File: src/spo_defines.vh
`ifndef SPO_DEFINES_VH
`define SPO_DEFINES_VH

// register offsets
`define SPO_A_MODE 4'h0
`define SPO_A_SPEED 4'h1
`define SPO_A_MAXF 4'h2
`define SPO_A_DECEL 4'h3
`define SPO_A_ZONE 4'h4
`define SPO_A_DETECT 4'h5
`define SPO_A_HOLD 4'h6
`define SPO_A_STAT 4'h7
`define SPO_A_ISTAT 4'h8
`define SPO_A_IEN 4'h9
`define SPO_A_ICLR 4'ha

// reset values
`define SPO_R_MODE 16'h0000
`define SPO_R_SPEED 16'h03e8
`define SPO_R_MAXF 16'h1388
`define SPO_R_DECEL 16'h001e
`define SPO_R_ZONE 16'h000a
`define SPO_R_DETECT 16'h0064
`define SPO_R_HOLD 16'h00c8

// mode word fields
`define SPO_B_EN 0
`define SPO_B_REFSRC 1
`define SPO_B_SEARCH 2
`define SPO_B_CALEN 3
`define SPO_B_NEAR 4
`define SPO_B_REV 5
`define SPO_B_PULSE 6
`define SPO_B_CALRT 7
`define SPO_B_LOCK 8
`define SPO_B_DPULSE 9
`define SPO_B_ZSRC 10

// interrupt bits
`define SPO_I_DONE 0
`define SPO_I_REF 1
`define SPO_I_ABORT 2

// states
`define SPO_S_IDLE 3'h0
`define SPO_S_SEARCH 3'h1
`define SPO_S_DECEL 3'h2
`define SPO_S_SETTLE 3'h3
`define SPO_S_DONE 3'h4

// timing
`define SPO_CLK_NS 20
`define SPO_TICK_NS 100000
`define SPO_MS_TICKS 10
`define SPO_DECEL_MAX 16'h03e8

`endif

File: src/spo_orient.v
`timescale 1ns/10ps
`include "spo_defines.vh"

module spo_orient
#(
	parameter TICK_CYC = `SPO_TICK_NS / `SPO_CLK_NS
)
(
	// clock, reset, enable
	input wire core_clk,
	input wire nrst,
	input wire clk_en,
	// register port
	input wire [3:0] reg_addr,
	input wire [15:0] reg_wdata,
	input wire reg_wr,
	input wire reg_rd,
	output reg [15:0] reg_rdata,
	// drive state and commands
	input wire closed_loop_vector,
	input wire run_cmd,
	input wire zero_cmd,
	// encoder index and terminals
	input wire motor_index,
	input wire spindle_index,
	input wire digital_input_two,
	input wire digital_input_three,
	input wire digital_input_four,
	input wire [2:0] ref_assign,
	// feedback from the position loop
	input wire [15:0] pos_err,
	input wire near_is_rev,
	// to the speed/position loop
	output reg [15:0] speed_ref,
	output reg dir_rev,
	output reg pos_mode,
	output reg pos_lock,
	output reg zero_pos,
	output reg orient_done,
	output reg irq
);

	reg [15:0] mode_r;
	reg [15:0] speed_r;
	reg [15:0] maxf_r;
	reg [15:0] decel_r;
	reg [15:0] zone_r;
	reg [15:0] detect_r;
	reg [15:0] hold_r;
	reg [2:0] istat_r;
	reg [2:0] ien_r;
	reg [2:0] state_r;
	reg [2:0] state_nxt;
	reg [4:0] sync1_r;
	reg [4:0] sync2_r;
	reg [4:0] prev_r;
	reg zcmd_prev_r;
	reg found_r;
	reg cal_done_r;
	reg [12:0] tick_cnt_r;
	reg tick_r;
	reg [20:0] acc_r;
	reg [15:0] det_cnt_r;
	reg [19:0] hold_cnt_r;
	reg done_prev_r;

	// configuration fields
	wire m_en = mode_r[`SPO_B_EN];
	wire m_pulse = mode_r[`SPO_B_PULSE];
	wire m_lock = mode_r[`SPO_B_LOCK];
	wire m_dpulse = mode_r[`SPO_B_DPULSE];

	// only closed-loop vector mode may orient at all
	wire allowed = m_en & closed_loop_vector;

	// synchronised edges; first stage is read only by the second
	wire [4:0] rise = sync2_r & ~prev_r;
	wire idx_edge = mode_r[`SPO_B_ZSRC] ? rise[1] : rise[0];
	wire sw_edge = |(rise[4:2] & ref_assign);
	wire ref_edge = mode_r[`SPO_B_REFSRC] ? sw_edge : idx_edge;

	// command decode: level needs run, pulse takes an edge without run
	// zero_cmd arrives synchronous, so its edge needs no extra flops
	wire zc_rise = zero_cmd & ~zcmd_prev_r;
	wire lvl_req = zero_cmd & run_cmd;
	wire start = m_pulse ? (zc_rise & ~run_cmd) : lvl_req;
	wire run_abort = m_pulse & run_cmd;
	wire lvl_drop = ~m_pulse & ~lvl_req;

	// search speed never exceeds the max output frequency
	wire [15:0] search_spd = (speed_r > maxf_r) ? maxf_r : speed_r;

	// ramp denominator: decel time in 0.1 s is 1000 ticks of 0.1 ms each
	// limitation: one step per tick at most; short times ramp slower
	wire [25:0] denom = {10'h000, decel_r} * 26'h00003e8;
	wire [20:0] acc_sum = acc_r + {5'h00, maxf_r};
	wire step_dn = tick_r & ({5'h00, acc_sum} >= denom);

	// an error equal to the zone counts as outside
	wire in_zone = pos_err < zone_r;
	wire settled = in_zone & (det_cnt_r > detect_r);
	wire [19:0] hold_ticks = hold_r * 20'h0000a;
	wire hold_live = hold_cnt_r != 20'h00000;
	// one cycle at completion entry; reloads the hold counter and
	// still gives a visible pulse when the hold time is zero
	wire done_entry = (state_r == `SPO_S_DONE) & ~done_prev_r;

	// reference needed again unless search-once already found it
	wire need_search = mode_r[`SPO_B_SEARCH] | ~found_r;

	// calibration needs the function live; bit 7 picks first or every edge
	wire cal_hit = allowed & ref_edge & mode_r[`SPO_B_CALEN] &
		(mode_r[`SPO_B_CALRT] | ~cal_done_r);

	// sticky event sources and the write-one-to-clear mask
	wire evt_abort = (state_r != `SPO_S_IDLE) &
		(state_nxt == `SPO_S_IDLE);
	wire evt_ref = (state_r == `SPO_S_SEARCH) & ref_edge;
	wire [2:0] evt_set = {evt_abort, evt_ref, done_entry};
	wire [2:0] clr_mask = (reg_wr & (reg_addr == `SPO_A_ICLR)) ?
		reg_wdata[2:0] : 3'h0;

	// next state
	always @*
	begin
		state_nxt = state_r;
		case (state_r)
			`SPO_S_IDLE:
				if (allowed & start)
					state_nxt = need_search ? `SPO_S_SEARCH : `SPO_S_DECEL;
			`SPO_S_SEARCH:
				// the reference edge ends the constant-speed search
				if (ref_edge)
					state_nxt = `SPO_S_DECEL;
			`SPO_S_DECEL:
				if (speed_ref == 16'h0000)
					state_nxt = `SPO_S_SETTLE;
			`SPO_S_SETTLE:
				if (settled)
					state_nxt = `SPO_S_DONE;
			`SPO_S_DONE:
				// a pulse may restart from done without passing idle
				if (m_pulse & zc_rise & ~run_cmd)
					state_nxt = need_search ? `SPO_S_SEARCH : `SPO_S_DECEL;
			default:
				state_nxt = `SPO_S_IDLE;
		endcase
		// aborts override every active state
		if (state_r != `SPO_S_IDLE)
		begin
			if (~allowed | run_abort)
				state_nxt = `SPO_S_IDLE;
			// withdrawn level command: bit 8 may keep done locked
			else if (lvl_drop & ~(state_r == `SPO_S_DONE & m_lock))
				state_nxt = `SPO_S_IDLE;
		end
	end

	// input synchronisers and edge history
	// two flops per pin; the edge history reads only the second
	always @(posedge core_clk)
	begin
		if (!nrst)
		begin
			sync1_r <= 5'h00;
			sync2_r <= 5'h00;
			prev_r <= 5'h00;
			zcmd_prev_r <= 1'b0;
		end
		else if (clk_en)
		begin
			sync1_r <= {digital_input_four, digital_input_three,
				digital_input_two, spindle_index, motor_index};
			sync2_r <= sync1_r;
			prev_r <= sync2_r;
			zcmd_prev_r <= zero_cmd;
		end
	end

	// 0.1 ms time base shared by ramp, detect and hold
	// one shared divider keeps each timer counter narrow
	always @(posedge core_clk)
	begin
		if (!nrst)
		begin
			tick_cnt_r <= 13'h0000;
			tick_r <= 1'b0;
		end
		else if (clk_en)
		begin
			tick_r <= 1'b0;
			if (tick_cnt_r == TICK_CYC[12:0] - 13'h0001)
			begin
				tick_cnt_r <= 13'h0000;
				tick_r <= 1'b1;
			end
			else
				tick_cnt_r <= tick_cnt_r + 13'h0001;
		end
	end

	// registers written by software
	// bits 15:11 of the mode word are reserved and read back as zero
	always @(posedge core_clk)
	begin
		if (!nrst)
		begin
			mode_r <= `SPO_R_MODE;
			speed_r <= `SPO_R_SPEED;
			maxf_r <= `SPO_R_MAXF;
			decel_r <= `SPO_R_DECEL;
			zone_r <= `SPO_R_ZONE;
			detect_r <= `SPO_R_DETECT;
			hold_r <= `SPO_R_HOLD;
			ien_r <= 3'h0;
		end
		else if (clk_en & reg_wr)
		begin
			case (reg_addr)
				`SPO_A_MODE: mode_r <= {5'h00, reg_wdata[10:0]};
				`SPO_A_SPEED: speed_r <= reg_wdata;
				`SPO_A_MAXF: maxf_r <= reg_wdata;
				// zero would make every tick a ramp step; above the longest
				// time the accumulator could wrap and stop the ramp
				`SPO_A_DECEL: decel_r <= (reg_wdata == 16'h0000) ?
					16'h0001 : (reg_wdata > `SPO_DECEL_MAX) ?
					`SPO_DECEL_MAX : reg_wdata;
				`SPO_A_ZONE: zone_r <= reg_wdata;
				`SPO_A_DETECT: detect_r <= reg_wdata;
				`SPO_A_HOLD: hold_r <= reg_wdata;
				`SPO_A_IEN: ien_r <= reg_wdata[2:0];
				default: ien_r <= ien_r;
			endcase
		end
	end

	// sequencer, ramp and loop commands
	always @(posedge core_clk)
	begin
		if (!nrst)
		begin
			state_r <= `SPO_S_IDLE;
			speed_ref <= 16'h0000;
			dir_rev <= 1'b0;
			pos_mode <= 1'b0;
			pos_lock <= 1'b0;
			zero_pos <= 1'b0;
			found_r <= 1'b0;
			cal_done_r <= 1'b0;
			acc_r <= 21'h000000;
			det_cnt_r <= 16'h0000;
		end
		else if (clk_en)
		begin
			state_r <= state_nxt;
			zero_pos <= 1'b0;
			// direction policy follows the mode word live
			dir_rev <= mode_r[`SPO_B_NEAR] ? near_is_rev :
				mode_r[`SPO_B_REV];
			// position control from the start of deceleration to the end of done
			pos_mode <= (state_nxt == `SPO_S_DECEL) |
				(state_nxt == `SPO_S_SETTLE) |
				(state_nxt == `SPO_S_DONE);
			pos_lock <= (state_nxt == `SPO_S_DONE);
			// found stays set until reset; search-once relies on it
			if (evt_ref)
				found_r <= 1'b1;
			// calibration zeroes the loop position counter
			if (cal_hit)
			begin
				zero_pos <= 1'b1;
				cal_done_r <= 1'b1;
			end
			case (state_nxt)
				// the accumulator restarts with every search
				`SPO_S_SEARCH:
				begin
					speed_ref <= search_spd;
					acc_r <= 21'h000000;
				end
				`SPO_S_DECEL:
					if (step_dn & speed_ref != 16'h0000)
					begin
						speed_ref <= speed_ref - 16'h0001;
						// the remainder carries over to keep the slope
						acc_r <= acc_sum - denom[20:0];
					end
					else if (tick_r)
						acc_r <= acc_sum;
				// idle or holding: no speed setpoint from here
				default:
				begin
					speed_ref <= 16'h0000;
					acc_r <= 21'h000000;
				end
			endcase
			// error must stay inside the zone continuously
			if (state_r != `SPO_S_SETTLE | ~in_zone)
				det_cnt_r <= 16'h0000;
			else if (tick_r & det_cnt_r != 16'hffff)
				det_cnt_r <= det_cnt_r + 16'h0001;
		end
	end

	// completion output; pulse mode drops after the hold time
	// the hold counter runs on the shared 0.1 ms tick
	always @(posedge core_clk)
	begin
		if (!nrst)
		begin
			orient_done <= 1'b0;
			hold_cnt_r <= 20'h00000;
			done_prev_r <= 1'b0;
		end
		else if (clk_en)
		begin
			done_prev_r <= (state_r == `SPO_S_DONE);
			if (done_entry)
				hold_cnt_r <= hold_ticks;
			else if (tick_r & hold_live)
				hold_cnt_r <= hold_cnt_r - 20'h00001;
			// level mode holds while locked and at least the hold time
			// the pulse rises at entry too, so both modes share one latency
			if (m_dpulse)
				orient_done <= hold_live | done_entry;
			else
				orient_done <= (state_r == `SPO_S_DONE) |
					hold_live;
		end
	end

	// sticky events; a set in the clear cycle survives
	always @(posedge core_clk)
	begin
		if (!nrst)
		begin
			istat_r <= 3'h0;
			irq <= 1'b0;
		end
		else if (clk_en)
		begin
			istat_r <= (istat_r & ~clr_mask) | evt_set;
			// irq trails the status bits by one cycle
			irq <= |(istat_r & ien_r);
		end
	end

	// read port, data in the cycle after the strobe
	// reads have no side effects, so polling status is harmless
	always @(posedge core_clk)
	begin
		if (!nrst)
			reg_rdata <= 16'h0000;
		else if (clk_en)
		begin
			reg_rdata <= 16'h0000;
			if (reg_rd)
				case (reg_addr)
					`SPO_A_MODE: reg_rdata <= mode_r;
					`SPO_A_SPEED: reg_rdata <= speed_r;
					`SPO_A_MAXF: reg_rdata <= maxf_r;
					`SPO_A_DECEL: reg_rdata <= decel_r;
					`SPO_A_ZONE: reg_rdata <= zone_r;
					`SPO_A_DETECT: reg_rdata <= detect_r;
					`SPO_A_HOLD: reg_rdata <= hold_r;
					// status: done, calibrated, found, state
					`SPO_A_STAT: reg_rdata <= {10'h000, orient_done,
						cal_done_r, found_r, state_r};
					`SPO_A_ISTAT: reg_rdata <= {13'h0000, istat_r};
					`SPO_A_IEN: reg_rdata <= {13'h0000, ien_r};
					default: reg_rdata <= 16'h0000;
				endcase
		end
	end

endmodule

File: config.mk
export PLATFORM = sky130hd
export DESIGN_NAME = spo_orient
export DESIGN_NICKNAME = d
export VERILOG_FILES = /design/src/spo_orient.v
export VERILOG_INCLUDE_DIRS = /design/src
export SDC_FILE = /design/constraint.sdc
export NUM_CORES = 1
export LEC_CHECK = 0
export ABC_AREA = 1
export BUFFER_PORTS_ARGS = -buffer_cell sky130_fd_sc_hd__buf_4
export CAP_MARGIN = 0
export CORE_AREA = 2 2 178 180
export CTS_BUF_LIST = sky130_fd_sc_hd__clkbuf_16
export DETAILED_ROUTE_END_ITERATION = 7
export DIE_AREA = 0 0 180 182
export GPL_ROUTABILITY_DRIVEN = 1
export PLACE_DENSITY = 0.79
export SYNTH_ARGS = -nofsm -noshare
export SYNTH_HDL_FRONTEND = slang
export SYNTH_SLANG_ARGS = --single-unit
File: constraint.sdc
create_clock -name core_clk -period 7.3 [get_ports core_clk]
set_clock_uncertainty 0.2 [all_clocks]
set_input_delay 1.46 -clock core_clk [delete_from_list [all_inputs] [get_ports core_clk]]
set_output_delay 1.46 -clock core_clk [all_outputs]
set_load 0.05 [all_outputs]
# --- Word-level counts from Yosys, hierarchy flattened ---
# Index checks and enable logic that the tools add are counted.
word_totals:
  rom_bits: 0
  n_memories: 0
  out_inout_bits: 38
  latch_bits: 0
  wordCells: 174
  input_bits: 53
  register_bits: 244
  ram_bits: 0
classes:
  bitwise_logic: 49
  n_lt_le_gt_ge: 5
  n_eq_ne: 23
  mux: 33
  n_reduce_logical: 26
  n_mul: 2
  shift: 0
  div: 0
  addsub: 6
op_table:
  columns: ["op", "count"]
  rows:
  - ["$pmux W16 S10", 1]
  - ["$mux W16", 7]
  - ["$mux W21", 3]
  - ["$mux W20", 2]
  - ["$gt A16 B16 Y1", 2]
  - ["$logic_not A16 Y1", 2]
  - ["$pmux W16 S2", 1]
  - ["$reduce_and A2 Y1", 14]
  - ["$mux W3", 9]
  - ["$ge A21 B26 Y1", 1]
  - ["$and A1 B1 Y1", 24]
  - ["$mul A16 B7 Y23 const B", 1]
  - ["$add A21 B16 Y21", 1]
  - ["$sub A21 B21 Y21", 1]
  - ["$reduce_bool A20 Y1", 1]
  - ["$sub A20 B1 Y20 const B", 1]
  - ["$mul A16 B3 Y19 const B", 1]
  - ["$add A16 B1 Y16 const B", 1]
  - ["$eq A4 B3 Y1 const B", 4]
  - ["$gt A16 B10 Y1 const B", 1]
  - ["$lt A16 B16 Y1", 1]
  - ["$ne A16 B16 Y1 const B", 1]
  - ["$reduce_bool A16 Y1", 1]
  - ["$sub A16 B1 Y16 const B", 1]
  - ["26 further kinds", 62]

# --- Depth between registers and ports, before layout ---
depth:
  depth_word: 13
  ltp_mapped: 33
  mapped_depth_nobuf: 32

# --- Worst setup path after synthesis ---
# No wires, ideal clock.
synth_timing:
  kind: "register to register"
  from: "register decel_r[1]"
  to: "register speed_ref[13]"
  setup_ps: 111
  arrival_ps: 5207
  required_time_ps: 6989
  slack_ps: 1781
  path_buffers: 1
  path_stages_with_launch: 29
  synth_period_minus_slack_ps: 5519
  cell_sequence: "dfxtp_1 > inv_1 > fa_1 > fa_1 > fa_1 > inv_1 > fa_1 > ha_1 > nand2_1 > inv_2 > a21oi_1 > o31ai_1 > xnor2_1 > ha_1 > a21oi_1 > o21ai_0 > a21oi_1 > nand3_1 > nand2_1 > nand2_1 > nand2_1 > nand2_2 > nand3_4 > nand2_4 > nand2_4 > buf_6 > nand2_1 > nand2_1 > nor2_1"
synth_between:
  elab_chain_cells: 6
synth_rtl:
  columns: ["item", "line", "text"]
  rows:
  - ["start, declared", "spo_orient.v:46", "reg [15:0] decel_r;"]
  - ["start signal, assigned", "spo_orient.v:211", "decel_r <= `SPO_R_DECEL;"]
  - ["start signal, assigned", "spo_orient.v:225", "`SPO_A_DECEL: decel_r <= (reg_wdata == 16'h0000) ?"]
  - ["$mul A16 B7 Y23", "spo_orient.v:95", "wire [25:0] denom = {10'h000, decel_r} * 26'h00003e8;"]
  - ["$ge A21 B26 Y1", "spo_orient.v:97", "wire step_dn = tick_r & ({5'h00, acc_sum} >= denom);"]
  - ["$and A1 B1 Y1", "spo_orient.v:97", null]
  - ["$and A1 B1 Y1", "spo_orient.v:282", "if (step_dn & speed_ref != 16'h0000)"]
  - ["$ne A2 B1 Y1 (no source line)", null, null]
  - ["$reduce_and A2 Y1 (no source line)", null, null]
  - ["end signal, assigned", "spo_orient.v:278", "speed_ref <= search_spd;"]
  - ["end signal, assigned", "spo_orient.v:284", "speed_ref <= speed_ref - 16'h0001;"]
  - ["end, declared", "spo_orient.v:34", "output reg [15:0] speed_ref,"]
# No other way between the ends.
# A chain may end at the register's enable or synchronous reset.

# --- Final worst setup path ---
# Ends and elaborated chain as after synthesis.

==> metrics.cfg <==
[finish]
stdcell_area_um2=19700
layout_area_growth_over_synthesis_pct=9.55
final_layout_size_suffix_gt1_frac=0.0686
fillCellCount=2851
antenna_cells_inserted=0
most-common-layout-cells=nand2_1, inv_1, a21oi_1
final_common_cell=nand2_1
layout.core_utilization=0.636
finalNonFillerCells=3041
finish.net_count=2898

[synthesis]
post_synthesis_mean_instance_area_um2=7.00
share_of_async_settable_or_async_resettable_flops_after_synthesis=0
yosys_warnings=0
sequential_fraction_of_the_synthesis_area=0.271
yosys_register_bits=244
syn_nets=2846
synth_edf_count=0
post_synth_inst_count=2570
syn_area_um2=18000
ys.flop_type=dfxtp_1
ys_types=53

[clocking]
post_cts_buffers=0
cts.root.buffer_cell=clkbuf_16
cts_inserted_buffers=28
clk_latency_ns=0.58
postCtsResizedCells=0
ctsLongestPathBuffers=3
cts-hold-fix-buffers=0
cts.reportedPaths.clkPinSlew_ns=0.06
tritoncts=yes
cts.htree.levels=1
cts.sinks=244

[route]
drt_iter0_drc=1630
dr.pass1.iters=8
finalWirelength_um=57000
drt-wirelength-per-cell_um=18.7
dr_drc_count=0
detail_route.vias_per_cell=5.86
vias=17800
antenna_violating_nets_post_route=0

[placement]
post_detailed_placement_cell_area_um2=18900
place_congestion=1.00
dpl.hpwl_um=44500
portBuffers=90
dp_cells=2994

[global_routing]
grt_pass1_vias=17300
grt_max_degree=108
antenna_found_initial=0
track_usage=0.340
globalRoute.totalOverflow=0
grt_pass1_wl_um=89500

[timing]
layout_min_cycle_time_ns=6.55
transition_time_at_the_pin_with_the_least_slew_margin_ns=1.12
timing_hold_violations_final=0
timing.final.setup_violations=0
timing.fmax_mhz=153
finalCritPeriodShare=0.897
finalMaxSlewViolations=0
rsz0062_at_grt=false
fin_tns_setup_ns=0
maxSlewHeadroom=0.250

[outcome]
outcome=finished clean

[power_and_ir_drop]
worst_ir_drop_vdd_mv=0.169
total_power_uw=3440
total_power_density_per_cell_area_nw_per_um2=175
static-leakage-power_uw=0.00924

[critical_path]
data_required_time_at_the_worst_endpoint_ns=7.57
worst_ep_arrival_time_ns=6.82
r2r-start=decel_r[1]
startpoint_type=flip-flop
regToRegSetupSlack_ns=0.75
reg2reg_to=speed_ref[13]
worstSetupEndpointType=flip-flop
path_class=reg -> reg
ff2ff_path_depth=26
worstPathMaxFanout=31

[floorplan]
rows=65
core_region_area_um2=31000
die_y_extent_um=182
floorplan.initialDensity=0.581
die_area_um2=32800
boundaryPins=91
die_x_um=180

[worst_hold_path]
instance_count_along_the_most_critical_hold_path=2
hold_path.startpoint=ien_r[2]
hold_path_end=irq
hold_path.class=reg -> reg

[run]
drv.max_cap_violation_count=0

## critical path, cell delays in order (launching register included)
cell and delay (ns):
dfxtp_1 0.50, inv_1 0.17, fa_1 0.58, fa_1 0.44, fa_1 0.52, inv_1 0.05
fa_1 0.45, ha_1 0.38, nand2_1 0.11, o21ai_0 0.28, a21oi_1 0.10, xor2_1 0.17
ha_1 0.36, nand2_1 0.11, o21ai_0 0.33, a21oi_1 0.14, nand3_1 0.11, nand2_1 0.05
nand2_1 0.09, nand2_1 0.08, nand2_2 0.27, nand3_4 0.30, nand2_4 0.15, nand2_4 0.19
nand2_1 0.13, nand2_1 0.06, nor2_1 0.13
## power by group
| part | switching, uW | internal, uW | leakage (uW) |
|---|---|---|---|
| registers | 25.3 | 1360 | 0.00198 |
| clock network | 571 | 692 | 0.000421 |
| logic | 531 | 264 | 0.00684 |
| total | 1130 | 2320 | 0.00924 |
## area by class of cell
class,count,area (um2),share of cell area
inverter,378,1420,0.0720
multi-input combinational,1868,11300,0.575
tap,402,503,0.0255
sequential,244,4880,0.248
clock buffer,28,701,0.0355
timing repair buffer,102,766,0.0388
clock inverter,19,109,0.00552
## synth_stat cells (4+ instances only)
master | instances | share of area
nand2_1 | 490 | 0.10
inv_1 | 366 | 0.076
a21oi_1 | 261 | 0.073
dfxtp_1 | 244 | 0.27
nor2_1 | 229 | 0.048
o21ai_0 | 222 | 0.062
ha_1 | 167 | 0.12
nand3_1 | 100 | 0.028
fa_1 | 56 | 0.062
clkbuf_1 | 53 | 0.011
nand4_1 | 46 | 0.016
xor2_1 | 42 | 0.020
nor3_1 | 38 | 0.011
o22ai_1 | 32 | 0.011
xnor2_1 | 28 | 0.014
o211ai_1 | 17 | 0.0071
a31oi_1 | 14 | 0.0049
buf_2 | 13 | 0.0036
o31ai_1 | 12 | 0.0050
o21bai_1 | 10 | 0.0042
inv_2 | 8 | 0.0017
nand3b_1 | 8 | 0.0033
nor2_2 | 8 | 0.0028
o41ai_1 | 7 | 0.0034
a21o_1 | 6 | 0.0025
buf_4 | 6 | 0.0025
nor4_1 | 6 | 0.0021
o21a_1 | 6 | 0.0025
or2_2 | 6 | 0.0021
a211oi_1 | 5 | 0.0021
buf_1 | 5 | 0.0010
nand2_2 | 5 | 0.0017
nor3b_1 | 5 | 0.0021
a221oi_1 | 4 | 0.0019
clkinv_1 | 4 | 0.00083
o2111ai_1 | 4 | 0.0019
o221ai_1 | 4 | 0.0019
## metal layers
| layer | vias up | global-route usage | share of wire |
|---|---|---|---|
| li1 | 8625 | - | - |
| met1 | 8178 | 0.407 | 0.39 |
| met2 | 776 | 0.581 | 0.47 |
| met3 | 236 | 0.0495 | 0.077 |
| met4 | 0 | 0.206 | 0.070 |
| met5 | - | 0 | 0 |
## how the worst max path moves through the flow
stage / startpoint / endpoint / slack [ns] / depth (start not counted)
floorplan: decel_r[1] / speed_ref[13] / 1.78 / 28
global placement: decel_r[1] / speed_ref[11] / 1.02 / 27
detailed placement: decel_r[1] / speed_ref[13] / 0.82 / 27
CTS: decel_r[1] / speed_ref[13] / 0.81 / 27
global route: decel_r[1] / speed_ref[13] / 0.27 / 27
finish: decel_r[1] / speed_ref[13] / 0.75 / 26
## stage by stage
stage,setup slack [ns],hold WS (ns)
final,0.755,0.244
after global routing,0.268,0.257
after detailed placement,0.819,0.261
after global placement,1.02,0.258
after CTS,0.808,0.239
after floorplan,1.78,0.239
## state kept, by name, indices dropped and copies added, names as in the netlist, 5 cells and up
signal / count
reg_rdata: 16
speed_ref: 16
tick_cnt_r: 13
decel_r: 16
acc_r: 21
zone_r: 16
maxf_r: 16
mode_r: 11
speed_r: 16
detect_r: 16
det_cnt_r: 16
sync1_r: 5
prev_r: 5
sync2_r: 5
hold_cnt_r: 20
hold_r: 16
## cell families after synthesis
group / Yosys count / share of synthesized area
simple gates: 959 / 0.229
compound gates: 616 / 0.188
buf+inv: 458 / 0.0989
xor+xnor: 70 / 0.0341
flops: 244 / 0.271
fa+ha+maj: 223 / 0.178
Power figures use the tool's default switching activity.
